<file path="config.mk">
export PLATFORM = sky130hd
export DESIGN_NAME = drive_status
export DESIGN_NICKNAME = d
export VERILOG_FILES = /design/src/drive_status_pkg.sv /design/src/read_fifo.sv /design/src/drive_status.sv
export SDC_FILE = /design/constraint.sdc
export NUM_CORES = 1
export LEC_CHECK = 0
export BUFFER_PORTS_ARGS = -buffer_cell sky130_fd_sc_hd__buf_2
export CORE_MARGIN = 1.5
export CORE_UTILIZATION = 45
export DETAILED_ROUTE_END_ITERATION = 6
export GPL_ROUTABILITY_DRIVEN = 0
export SLEW_MARGIN = 20
export SYNTH_ARGS = -nofsm -noshare
export SYNTH_HDL_FRONTEND = slang
export SYNTH_SLANG_ARGS = --single-unit
export TNS_END_PERCENT = 5
</file>
<file path="constraint.sdc">
create_clock -name clock -period 3.8 [get_ports clock]
set_clock_uncertainty 0.15 [all_clocks]
set_input_delay 0.38 -clock clock [delete_from_list [all_inputs] [get_ports clock]]
set_output_delay 0.38 -clock clock [all_outputs]
set_load 0.01 [all_outputs]
</file>
<file path="src/drive_status_pkg.sv">
/*
  Constants and carrier types for the diskette drive status block.
  Assumes a 125 MHz clock; all cycle counts are derived from printed times.
*/
package drive_status_pkg;

  // ---------------------------------------------------------------
  // Timing
  // ---------------------------------------------------------------
  localparam int CLK_MHZ = 125;
  localparam int REV_TIME_US = 166670;   // One revolution, microseconds
  localparam int IDX_WIDTH_US = 1800;    // Index pulse width, microseconds
  localparam int REV_CYCLES = REV_TIME_US * CLK_MHZ;
  localparam int IDX_CYCLES = IDX_WIDTH_US * CLK_MHZ;

  // ---------------------------------------------------------------
  // Ready counting
  // ---------------------------------------------------------------
  localparam logic [1:0] HOLES_ONE_SIDED = 2'h2;
  localparam logic [1:0] HOLES_TWO_SIDED = 2'h3;

  // ---------------------------------------------------------------
  // Read stream word carried through the FIFO
  // ---------------------------------------------------------------
  typedef struct packed {
    logic clk_bit;   // Transition at a clock window
    logic data_bit;  // Transition at a data window
  } read_word_t;

  localparam int READ_WORD_W = 2;

  // Media status as sensed from the mechanism
  typedef struct packed {
    logic present;     // Diskette in and door closed
    logic two_sided;
    logic protect;
  } media_t;

endpackage

</file>
<file path="src/read_fifo.sv">
/*
  Synchronous FIFO with valid/ready handshakes on both sides.
  Assumes a single clock, synchronous active-high reset and clock enable.
*/
`timescale 1ns/100ps
module read_fifo #(
  parameter int WIDTH = 2,
  parameter int DEPTH = 16
) (
  input wire logic clock,
  input wire logic sys_rst,
  input wire logic clk_en,
  input wire logic [WIDTH-1:0] in_data,
  input wire logic in_valid,
  output logic in_ready,
  output logic [WIDTH-1:0] out_data,
  output logic out_valid,
  input wire logic out_ready
);
  localparam int AW = $clog2(DEPTH);

  logic [WIDTH-1:0] mem [DEPTH];
  logic [AW-1:0] wr_r;
  logic [AW-1:0] rd_r;
  logic [AW:0] cnt_r;
  logic push;
  logic pop;

  // Full and empty straight from the occupancy count
  assign in_ready = (cnt_r != (AW+1)'(DEPTH)) && clk_en;
  assign out_valid = (cnt_r != '0);
  assign out_data = mem[rd_r];
  assign push = in_valid && in_ready;
  assign pop = out_valid && out_ready && clk_en;

  // Storage write
  always_ff @(posedge clock) begin
    if (push) begin
      mem[wr_r] <= in_data;
    end
  end

  // Pointers and count
  always_ff @(posedge clock) begin
    if (sys_rst) begin
      wr_r <= '0;
      rd_r <= '0;
      cnt_r <= '0;
    end else if (clk_en) begin
      if (push) begin
        wr_r <= wr_r + AW'(1);
      end
      if (pop) begin
        rd_r <= rd_r + AW'(1);
      end
      cnt_r <= cnt_r + (AW+1)'(push) - (AW+1)'(pop);
    end
  end
endmodule

</file>
<file path="src/drive_status.sv">
/*
  Output logic of a diskette drive: ready, index, raw read, separated
  data and clock, write protect and write inhibit. Drive outputs active low; rd_ready active high.
  Assumes sensor inputs are asynchronous and the read stream decoder
  upstream delivers one transition per word on the drive clock.
*/
`timescale 1ns/100ps

// Behaviour
// - After insert with door closed, ready only after two index holes.
// - After power-up, withhold ready until the required holes are sensed.
// - Two-sided diskettes need three index holes before ready.
// - Single-sided: ready active on side zero, inactive on side one.
// - Two-sided: ready active on either side.
// - Raw read line idles high, pulses low per detected transition.
// - Sector variant separates data bits onto their own low pulse line.
// - Sector variant separates clock bits onto their own low pulse line.
// - Write-protect output low when diskette protected, high otherwise.
// - Standard configuration suppresses writing to a protected diskette.
// - Only a selected drive responds and drives its outputs.
// - Index pulses low 1.8 ms once per 166.67 ms revolution.
module drive_status #(
  parameter int REV_CYC = drive_status_pkg::REV_CYCLES,
  parameter int IDX_CYC = drive_status_pkg::IDX_CYCLES,
  parameter bit SECTOR_VARIANT = 1'b1,
  parameter bit INHIBIT_PROTECTED = 1'b1,
  parameter int FIFO_DEPTH = 16
) (
  input wire logic clock,
  input wire logic sys_rst,
  input wire logic clk_en,
  input wire logic select_n,
  input wire logic side_one,
  input wire drive_status_pkg::media_t media,
  input wire logic write_gate_n,
  input wire logic write_data_in_n,
  input wire drive_status_pkg::read_word_t rd_word,
  input wire logic rd_valid,
  output logic rd_ready,
  output logic ready_n,
  output logic index_n,
  output logic read_data_n,
  output logic separated_data_out_n,
  output logic separated_clock_out_n,
  output logic write_protect_n,
  output logic head_write_n
);

  // ---------------------------------------------------------------
  // Input synchronisers
  // ---------------------------------------------------------------
  logic [4:0] sync1_r;
  logic [4:0] sync2_r;
  logic sel;
  logic side1;
  logic present;
  logic two_sided;
  logic protect;

  // Two flops on every asynchronous pin
  always_ff @(posedge clock) begin
    if (sys_rst) begin
      sync1_r <= 5'h00;
      sync2_r <= 5'h00;
    end else if (clk_en) begin
      sync1_r <= {~select_n, side_one, media.present, media.two_sided, media.protect};
      sync2_r <= sync1_r;
    end
  end
  assign {sel, side1, present, two_sided, protect} = sync2_r;

  // ---------------------------------------------------------------
  // Revolution timer and index pulse
  // ---------------------------------------------------------------
  logic [31:0] rev_r;
  logic idx_r;
  logic hole;

  assign hole = present && (rev_r == 32'h0000_0000);

  // Spindle position counter, only while a diskette turns
  always_ff @(posedge clock) begin
    if (sys_rst) begin
      rev_r <= 32'h0000_0000;
    end else if (clk_en) begin
      if (!present || rev_r == 32'(REV_CYC - 1)) begin
        rev_r <= 32'h0000_0000;
      end else begin
        rev_r <= rev_r + 32'h0000_0001;
      end
    end
  end

  // Index low for the pulse width at each hole
  always_ff @(posedge clock) begin
    if (sys_rst) begin
      idx_r <= 1'b0;
    end else if (clk_en) begin
      idx_r <= present && (rev_r < 32'(IDX_CYC));
    end
  end

  // ---------------------------------------------------------------
  // Ready counting
  // ---------------------------------------------------------------
  typedef enum logic [1:0] {
    RDY_COUNT = 2'h1,
    RDY_DONE = 2'h2
  } rdy_state_t;

  rdy_state_t rdy_r;
  logic [1:0] holes_r;
  logic [1:0] need;

  assign need = two_sided ? drive_status_pkg::HOLES_TWO_SIDED
                          : drive_status_pkg::HOLES_ONE_SIDED;

  // Count holes from reset or insertion; removal restarts
  always_ff @(posedge clock) begin
    if (sys_rst) begin
      rdy_r <= RDY_COUNT;
      holes_r <= 2'h0;
    end else if (clk_en) begin
      if (!present) begin
        rdy_r <= RDY_COUNT;
        holes_r <= 2'h0;
      end else begin
        case (rdy_r)
          RDY_COUNT: begin
            if (hole) begin
              holes_r <= holes_r + 2'h1;
              if (holes_r + 2'h1 >= need) begin
                rdy_r <= RDY_DONE;
              end
            end
          end
          RDY_DONE: begin
            holes_r <= holes_r;
          end
          default: begin
            rdy_r <= RDY_COUNT;
            holes_r <= 2'h0;
          end
        endcase
      end
    end
  end

  // ---------------------------------------------------------------
  // Read stream path through the FIFO
  // ---------------------------------------------------------------
  drive_status_pkg::read_word_t fifo_word;
  logic fifo_valid;
  logic reading;
  logic rd_pulse_r;
  logic sd_pulse_r;
  logic sc_pulse_r;

  // FIFO pops and read pulses run only when selected and not writing
  assign reading = sel && write_gate_n;

  read_fifo #(
    .WIDTH(drive_status_pkg::READ_WORD_W),
    .DEPTH(FIFO_DEPTH)
  ) u_fifo (
    .clock(clock),
    .sys_rst(sys_rst),
    .clk_en(clk_en),
    .in_data(rd_word),
    .in_valid(rd_valid),
    .in_ready(rd_ready),
    .out_data(fifo_word),
    .out_valid(fifo_valid),
    .out_ready(reading)
  );

  // One-cycle low pulses per popped word that carries a transition
  always_ff @(posedge clock) begin
    if (sys_rst) begin
      rd_pulse_r <= 1'b0;
      sd_pulse_r <= 1'b0;
      sc_pulse_r <= 1'b0;
    end else if (clk_en) begin
      rd_pulse_r <= reading && fifo_valid && (fifo_word.clk_bit || fifo_word.data_bit);
      sd_pulse_r <= SECTOR_VARIANT && reading && fifo_valid && fifo_word.data_bit;
      sc_pulse_r <= SECTOR_VARIANT && reading && fifo_valid && fifo_word.clk_bit;
    end
  end

  // ---------------------------------------------------------------
  // Output stage, gated by select
  // ---------------------------------------------------------------
  logic rdy_act;
  assign rdy_act = (rdy_r == RDY_DONE) && present && (two_sided || !side1);

  // Registered open-collector style outputs
  always_ff @(posedge clock) begin
    if (sys_rst) begin
      ready_n <= 1'b1;
      index_n <= 1'b1;
      read_data_n <= 1'b1;
      separated_data_out_n <= 1'b1;
      separated_clock_out_n <= 1'b1;
      write_protect_n <= 1'b1;
      head_write_n <= 1'b1;
    end else if (clk_en) begin
      ready_n <= !(sel && rdy_act);
      index_n <= !(sel && idx_r);
      read_data_n <= !rd_pulse_r;
      separated_data_out_n <= !sd_pulse_r;
      separated_clock_out_n <= !sc_pulse_r;
      write_protect_n <= !(sel && present && protect);
      head_write_n <= !(sel && !write_gate_n && !write_data_in_n
                        && !(INHIBIT_PROTECTED && protect));
    end
  end

  // ---------------------------------------------------------------
  // Checks
  // ---------------------------------------------------------------
  a_ready_gated: assert property (@(posedge clock) disable iff (sys_rst)
    clk_en && !sel |=> ready_n) else $error("ready driven while unselected");
  a_ready_removed: assert property (@(posedge clock) disable iff (sys_rst)
    clk_en && !present |=> rdy_r == RDY_COUNT && holes_r == 2'h0)
    else $error("ready count not restarted on removal");
  a_side_one_single: assert property (@(posedge clock) disable iff (sys_rst)
    clk_en && side1 && !two_sided |=> ready_n) else $error("single side one shows ready");
  a_two_side_ready: assert property (@(posedge clock) disable iff (sys_rst)
    clk_en && sel && two_sided && present && rdy_r == RDY_DONE |=> !ready_n)
    else $error("two-sided not ready");
  a_done_holes: assert property (@(posedge clock) disable iff (sys_rst)
    rdy_r == RDY_DONE |-> holes_r >= 2'h2) else $error("ready before enough holes");
  a_done_two: assert property (@(posedge clock) disable iff (sys_rst)
    $rose(rdy_r == RDY_DONE) && two_sided |-> holes_r == 2'h3)
    else $error("two-sided ready early");
  a_protect_out: assert property (@(posedge clock) disable iff (sys_rst)
    clk_en && sel && present && protect |=> !write_protect_n) else $error("protect not shown");
  a_write_inhibit: assert property (@(posedge clock) disable iff (sys_rst)
    clk_en && protect && INHIBIT_PROTECTED |=> head_write_n) else $error("write to protected disk");
  a_raw_pulse: assert property (@(posedge clock) disable iff (sys_rst)
    clk_en && !rd_pulse_r |=> read_data_n) else $error("raw read low without transition");
  a_index_start: assert property (@(posedge clock) disable iff (sys_rst)
    clk_en && present && rev_r == 32'h0000_0000 |=> idx_r) else $error("no index at hole");

  c_ready_one: cover property (@(posedge clock) $fell(ready_n) && !two_sided);
  c_ready_two: cover property (@(posedge clock) $fell(ready_n) && two_sided);
  c_separated_data_out: cover property (@(posedge clock) !separated_data_out_n);
  c_inhibit: cover property (@(posedge clock) sel && !write_gate_n && protect);
endmodule

</file>
### Yosys cells after proc, flatten, opt, wreduce, memory -nomap -nowiden

Memory sizes are Yosys's and may differ from the RTL's. A register that Yosys moved wholly into a read port is not among the register bits.
Index checks and enable logic that the tools add are counted.

| storage, ports and cells | value |
|---|---|
| memories kept | 1 |
| input bits | 13 |
| word-level logic and storage cells | 89 |
| RAM bits | 32 |
| output and inout bits | 8 |
| register bits after elaboration | 70 |

Memories:

| name | words | width | read ports | clocked after memory_dff | write ports | RTL line | text |
|---|---|---|---|---|---|---|---|
| u_fifo.mem | 16 | 2 | 1 | 1 | 1 | read_fifo.sv:22 | `logic [WIDTH-1:0] mem [DEPTH];` |

| operators by class | value |
|---|---|
| eq/ne operators | 7 |
| bitwise operators | 1 |
| order comparisons | 2 |
| add/subtract/negate cells | 6 |
| muxes and demuxes | 13 |
| reduce and logical (&&, ||, !) cells | 40 |

Operators by type and width:

| kind | count |
|---|---|
| 32-bit by 1-bit adder with 32-bit output, second input constant | 1 |
| 32-bit by 25-bit == test with 1-bit output, second input constant | 1 |
| 32-bit logical NOT | 1 |
| 32-bit by 18-bit < comparator with 1-bit output, second input constant | 1 |
| 32-bit 2-to-1 mux | 1 |
| 1-bit logical AND | 19 |
| 1-bit logical NOT | 12 |
| 2-bit 2-to-1 mux | 5 |
| 4-bit by 1-bit adder with 4-bit output, second input constant | 2 |
| 4-bit 2-to-1 mux | 2 |
| 2-bit one-hot mux with 2 select lines | 2 |
| 3-bit inequality test, second input constant | 2 |
| 5-bit by 1-bit adder with 5-bit output | 1 |
| 5-bit inequality test, second input constant | 1 |
| 5-bit nonzero test | 1 |
| 5-bit by 1-bit subtractor with 5-bit output | 1 |
| 2-bit AND reduction | 2 |
| 4-bit AND reduction | 1 |
| 1-bit logical OR | 3 |
| 1-bit 2-to-1 mux | 3 |
| 3-bit AND reduction | 1 |
| 2-bit by 1-bit adder with 2-bit output, second input constant | 1 |
| 2-bit by 1-bit == test with 1-bit output, second input constant | 1 |
| 2-bit == test, second input constant | 1 |
| 3 further kinds | 3 |

### Logic depth before layout (Yosys ltp)

| depth | value |
|---|---|
| depth in word-level cells | 6 |
| depth in mapped cells | 12 |
| depth with buffers taken out | 12 |

### Hierarchy

A second synthesis with hierarchy kept.

| unflattened totals | value |
|---|---|
| cell total of the unflattened synthesis | 474 |
| area, all modules | 4849.7 sq um |

Modules (own cells, without submodules):

| module | instances | area each (sq um) | sequential area each (sq um) | cells an instance |
|---|---|---|---|---|
| drive_status | 1 | 2643.8 | 1141.1 | 307 |
| read_fifo | 1 | 2205.9 | 1301.2 | 167 |

### Worst setup path after synthesis

No wires, ideal clock.

| timing path | value |
|---|---|
| path type | reg2reg |
| start | register u_fifo.cnt_r[2] |
| end | register u_fifo.cnt_r[4] |
| clock period less this slack | 2.752 ns |
| library setup time | 0.070 ns |
| cell stages (with the launch flop) | 13 |
| data arrival time | 2.531 ns |
| path slack | 1.048 ns |
| path buffers | 0 |
| required time | 3.580 ns |
| cell sequence | dfxtp_1 -> inv_1 -> ha_1 -> a31oi_2 -> ha_1 -> inv_1 -> ha_1 -> fa_1 -> a21oi_1 -> o21bai_1 -> xnor2_1 -> or3_1 -> a21oi_1 |

| on the way | value |
|---|---|
| word-level cells in the longest chain between the ends | 5 |
| elaborated cells between the ends (all ways) | 8 |
| those cells by class | 2 x add/sub; 1 x eq/ne; 5 x reduce/logical |

Ends and longest elaborated chain:

| element | RTL line | text |
|---|---|---|
| from (decl) | read_fifo.sv:25 | `logic [AW:0] cnt_r;` |
| from (signal assigned) | read_fifo.sv:56 | `cnt_r <= cnt_r + (AW+1)'(push) - (AW+1)'(pop);` |
| 5-bit inequality test | read_fifo.sv:30 | `assign in_ready = (cnt_r != (AW+1)'(DEPTH)) && clk_en;` |
| 1-bit logical AND | read_fifo.sv:30 |  |
| 1-bit logical AND | read_fifo.sv:33 | `assign push = in_valid && in_ready;` |
| 5-bit by 1-bit adder with 5-bit output | read_fifo.sv:56 |  |
| 5-bit by 1-bit subtractor with 5-bit output * | read_fifo.sv:56 |  |

Every way passes the cells marked *; elsewhere a longest branch is shown, timed or not.
A chain may end at the register's enable or synchronous reset.

### Worst setup path after layout

Same ends and word-level chain as after synthesis.

==> summary.txt <==
Status
  – Status: finished clean

Finish
  – Final instance area: 5225 sq um
  – Register area: 2442 sq um
  – Area occupied by multi-input gates: 2222 sq um
  – Final net count: between 500 and 600
  – Commonest cells after routing, fill and taps aside: nor2_1 (77), dfxtp_1 (74), edfxtp_1 (32), nand4_1 (28), nand2_1 (27)
  – Util after Layout: 50.16%
  – Layout cells sized above 1: 12.50%
  – Synth-to-Final Area Change: 7.077%
  – Ant diodes: 0
  – Non-Filler Instances: 624
  – Fill count: slightly below 1000
  – Commonest non-fill, non-tap cell in the layout: nor2_1

Detailed routing
  – Post-Route WL: 9058 um
  – Drt initial violations: 193
  – TritonRoute pass-1 iters: 4
  – Vias: between 3000 and 4000
  – Via density per instance: 5.306
  – DR WL/cell: 14.52 um
  – Routed Antenna Nets: 0
  – Residual DRC: 0

Setup path
  – Setup crit start: u_fifo.cnt_r[2]
  – Critical Path End: u_fifo.cnt_r[4]
  – Reg2reg path depth: 12
  – CP Cell Sequence: inv_1 > ha_1 > a31oi_2 > ha_1 > inv_1 > ha_1 > fa_1 > a21oi_1 > o21bai_1 > xnor2_1 > or3_1 > a21oi_1
  – Worst setup EP type: flop
  – Worst reg-to-reg setup slack: 800 ps
  – Crit-path max cell delay: 410 ps
  – CP max stage cell: a31oi_2
  – CP delay by family, top: adder cells
  – Buf+Inv Stages, Crit Path: 2
  – Required time worst endpoint: 3960 ps
  – Setup CP Type: flop to flop
  – WP depth: 12
  – Reg2reg end: u_fifo.cnt_r[4]
  – Reg2reg start: u_fifo.cnt_r[2]
  – Worst path arrival time: 3160 ps
  – Setup crit start kind: flop
  – Crit-path max FO: 7
  – Top cell by count, worst path: ha_1

Logic synthesis
  – Synth Cell Area: just under 5000 sq um
  – Sequential area share after synthesis: 50.05%
  – Post-synth EDFFs: 32
  – Synth warnings: 0
  – FF+latch count, synth: 106
  – Gate Count Post-Synth: between 400 and 500
  – Fraction of registers with async set/reset: 0%
  – Synth unique cells: 54
  – Dominant synthesized flop cell: dfxtp_1
  – Post-synthesis net count: approximately 500
  – Mean Syn Cell Area: 10.27 sq um

Floorplan
  – Row count: 37
  – Width of the die: 107.1 um
  – Die ar.: 11480 sq um
  – Starting Density: ~47%
  – Die Height: 107.1 um
  – Top-Level Pins: 21
  – Core area: 10420 sq um

Clock network
  – # hold bufs at CTS: 0
  – Post_cts resized: 0
  – Clk root buf: clkbuf_8
  – Clock-pin slew on the worst setup and hold paths: 110 ps
  – Cts bufs inserted: 9
  – H-tree depth: 3
  – Post CTS Setup Buffer Count: 0
  – CTS tree: built
  – Longest Clk Path Bufs: 2
  – Worst-Skew Late Latency: 380 ps
  – Clock Sinks: 106

Timing
  – Setup WS post-layout: 803.7 ps
  – Period utilisation layout: around 79%
  – Highest clock rate: 0.3337 GHz
  – Unrepaired setup endpoints after global routing: no
  – Fin. max-slew vios: 0
  – Slew margin rel.: 33.11%
  – Final hold slack: roughly 36 ps
  – Worst Tran Pin Value: 1003 ps
  – Final Setup Violations: 0
  – Final min period: 2996 ps
  – Setup TNS: 0 ps
  – Hold Fails Final Rpt: 0

Pwr
  – Leak Pwr: 1.800 nW
  – PD cells: roughly 380 nW/um^2
  – Peak VDD IR: 215.9 uV
  – Total power: 1.996 mW

Global routing
  – First-pass GRT wire length: 15400 um
  – Initial antenna violation count: 0
  – Global route total overflow: 0
  – Number of global-route vias before repair: 3257
  – GRT Overall Usage: 17.25%
  – Largest net degree at the start of global routing: 42

Placed design
  – Dpl cells: 608
  – Post-DP Area: 5036 sq um
  – DP Worst Slack: 821.4 ps
  – Buffers on Ports: 20
  – HPWL Detailed: 6120 um

Job
  – Max Cap Violations: 0

Worst hold path
  – Class of the worst hold path: input pin to flop
  – Cells on Worst Hold Path: 2
-- worst reg2reg max path: stages (launching register included) --
cell and delay [ps]:
dfxtp_1 370, inv_1 80, ha_1 260, a31oi_2 410, ha_1 190, inv_1 40, ha_1 210, fa_1 400
a21oi_1 160, o21bai_1 90, xnor2_1 130, or3_1 310, a21oi_1 140
-- cell usage after synthesis, types with 3 or more instances --
cell	instances	area, sq um
nand3b_1	3	22.52
a211o_1	3	26.28
nor2b_1	3	18.77
inv_1	19	71.32
mux4_2	6	135.1
nand3_1	11	55.05
and3_1	5	31.28
nor2_1	77	289.0
nor4_2	3	37.54
nand2_1	27	101.4
nor3_1	10	50.05
buf_2	7	35.03
o21ai_0	10	50.05
a21oi_1	16	80.08
mux2i_1	17	170.2
dfxtp_1	74	1481
clkbuf_1	11	41.29
ha_1	15	187.7
nand4_1	28	175.2
or3_1	4	25.02
buf_4	5	37.54
edfxtp_1	32	960.9
a211oi_1	3	22.52
xor2_1	25	219.0
xnor2_1	15	131.4
nand2b_1	8	50.05
-- cell families (layout without fill, tap and decap cells) --
| logic type | after synthesis | count (layout) | share of synthesized area [%] |
|---|---|---|---|
| AO/OA/AOI/OAI | 47 | 47 | 6.692 |
| buffers and inverters | 46 | 59 | 4.410 |
| XOR/XNOR | 40 | 40 | 7.180 |
| flip-flops | 106 | 106 | 50.05 |
| multiplexers | 25 | 25 | 6.718 |
| adder cells (fa/ha/maj) | 16 | 16 | 4.256 |
| AND/OR/NAND/NOR | 195 | 195 | 20.69 |
-- worst min path at each step --
stage / slack, ps / start / end
2_1_floorplan: 290 / idx_r / idx_r
3_3_place_gp: 310 / sc_pulse_r / sc_pulse_r
3_5_place_dp: 310 / sc_pulse_r / sc_pulse_r
4_1_cts: 10 / select_n / sync1_r[4]
5_1_grt: 20 / select_n / sync1_r[4]
6_report: 40 / select_n / sync1_r[4]
-- registers in the layout, summed over array words and instances (netlist names), 2 cells and up, named ones only --
register and cells:
rev_r 32, u_fifo.rd_r 4, sync2_r 5, u_fifo.wr_r 4, sync1_r 5, holes_r 2
u_fifo.mem 32, u_fifo.cnt_r 5, rdy_r 2
-- area by class of cell --
class,count,area share (%)
sequential,106,46.74
multi-input combinational,323,42.53
tap,136,3.257
timing repair buffer,24,2.490
clock buffer,9,2.371
inverter,19,1.365
clock inverter,7,1.245
-- where the power goes --
group / switching [mW] / total (mW) / leakage, nW / internal [mW]
clock network: 0.417 / 0.673 / 0.0947 / 0.256
registers: 0.0168 / 1.20 / 0.888 / 1.18
logic: 0.0737 / 0.124 / 0.818 / 0.0507
-- layer usage --
metal,vias up,GRT usage (%),part of all wire (%)
li1,1681,-,-
met5,-,0,0
met1,1583,21.90,49
met4,0,7.048,1.9
met2,33,28.53,47
met3,14,3.647,2.3
Note: power is estimated with default switching activity, not from simulation.
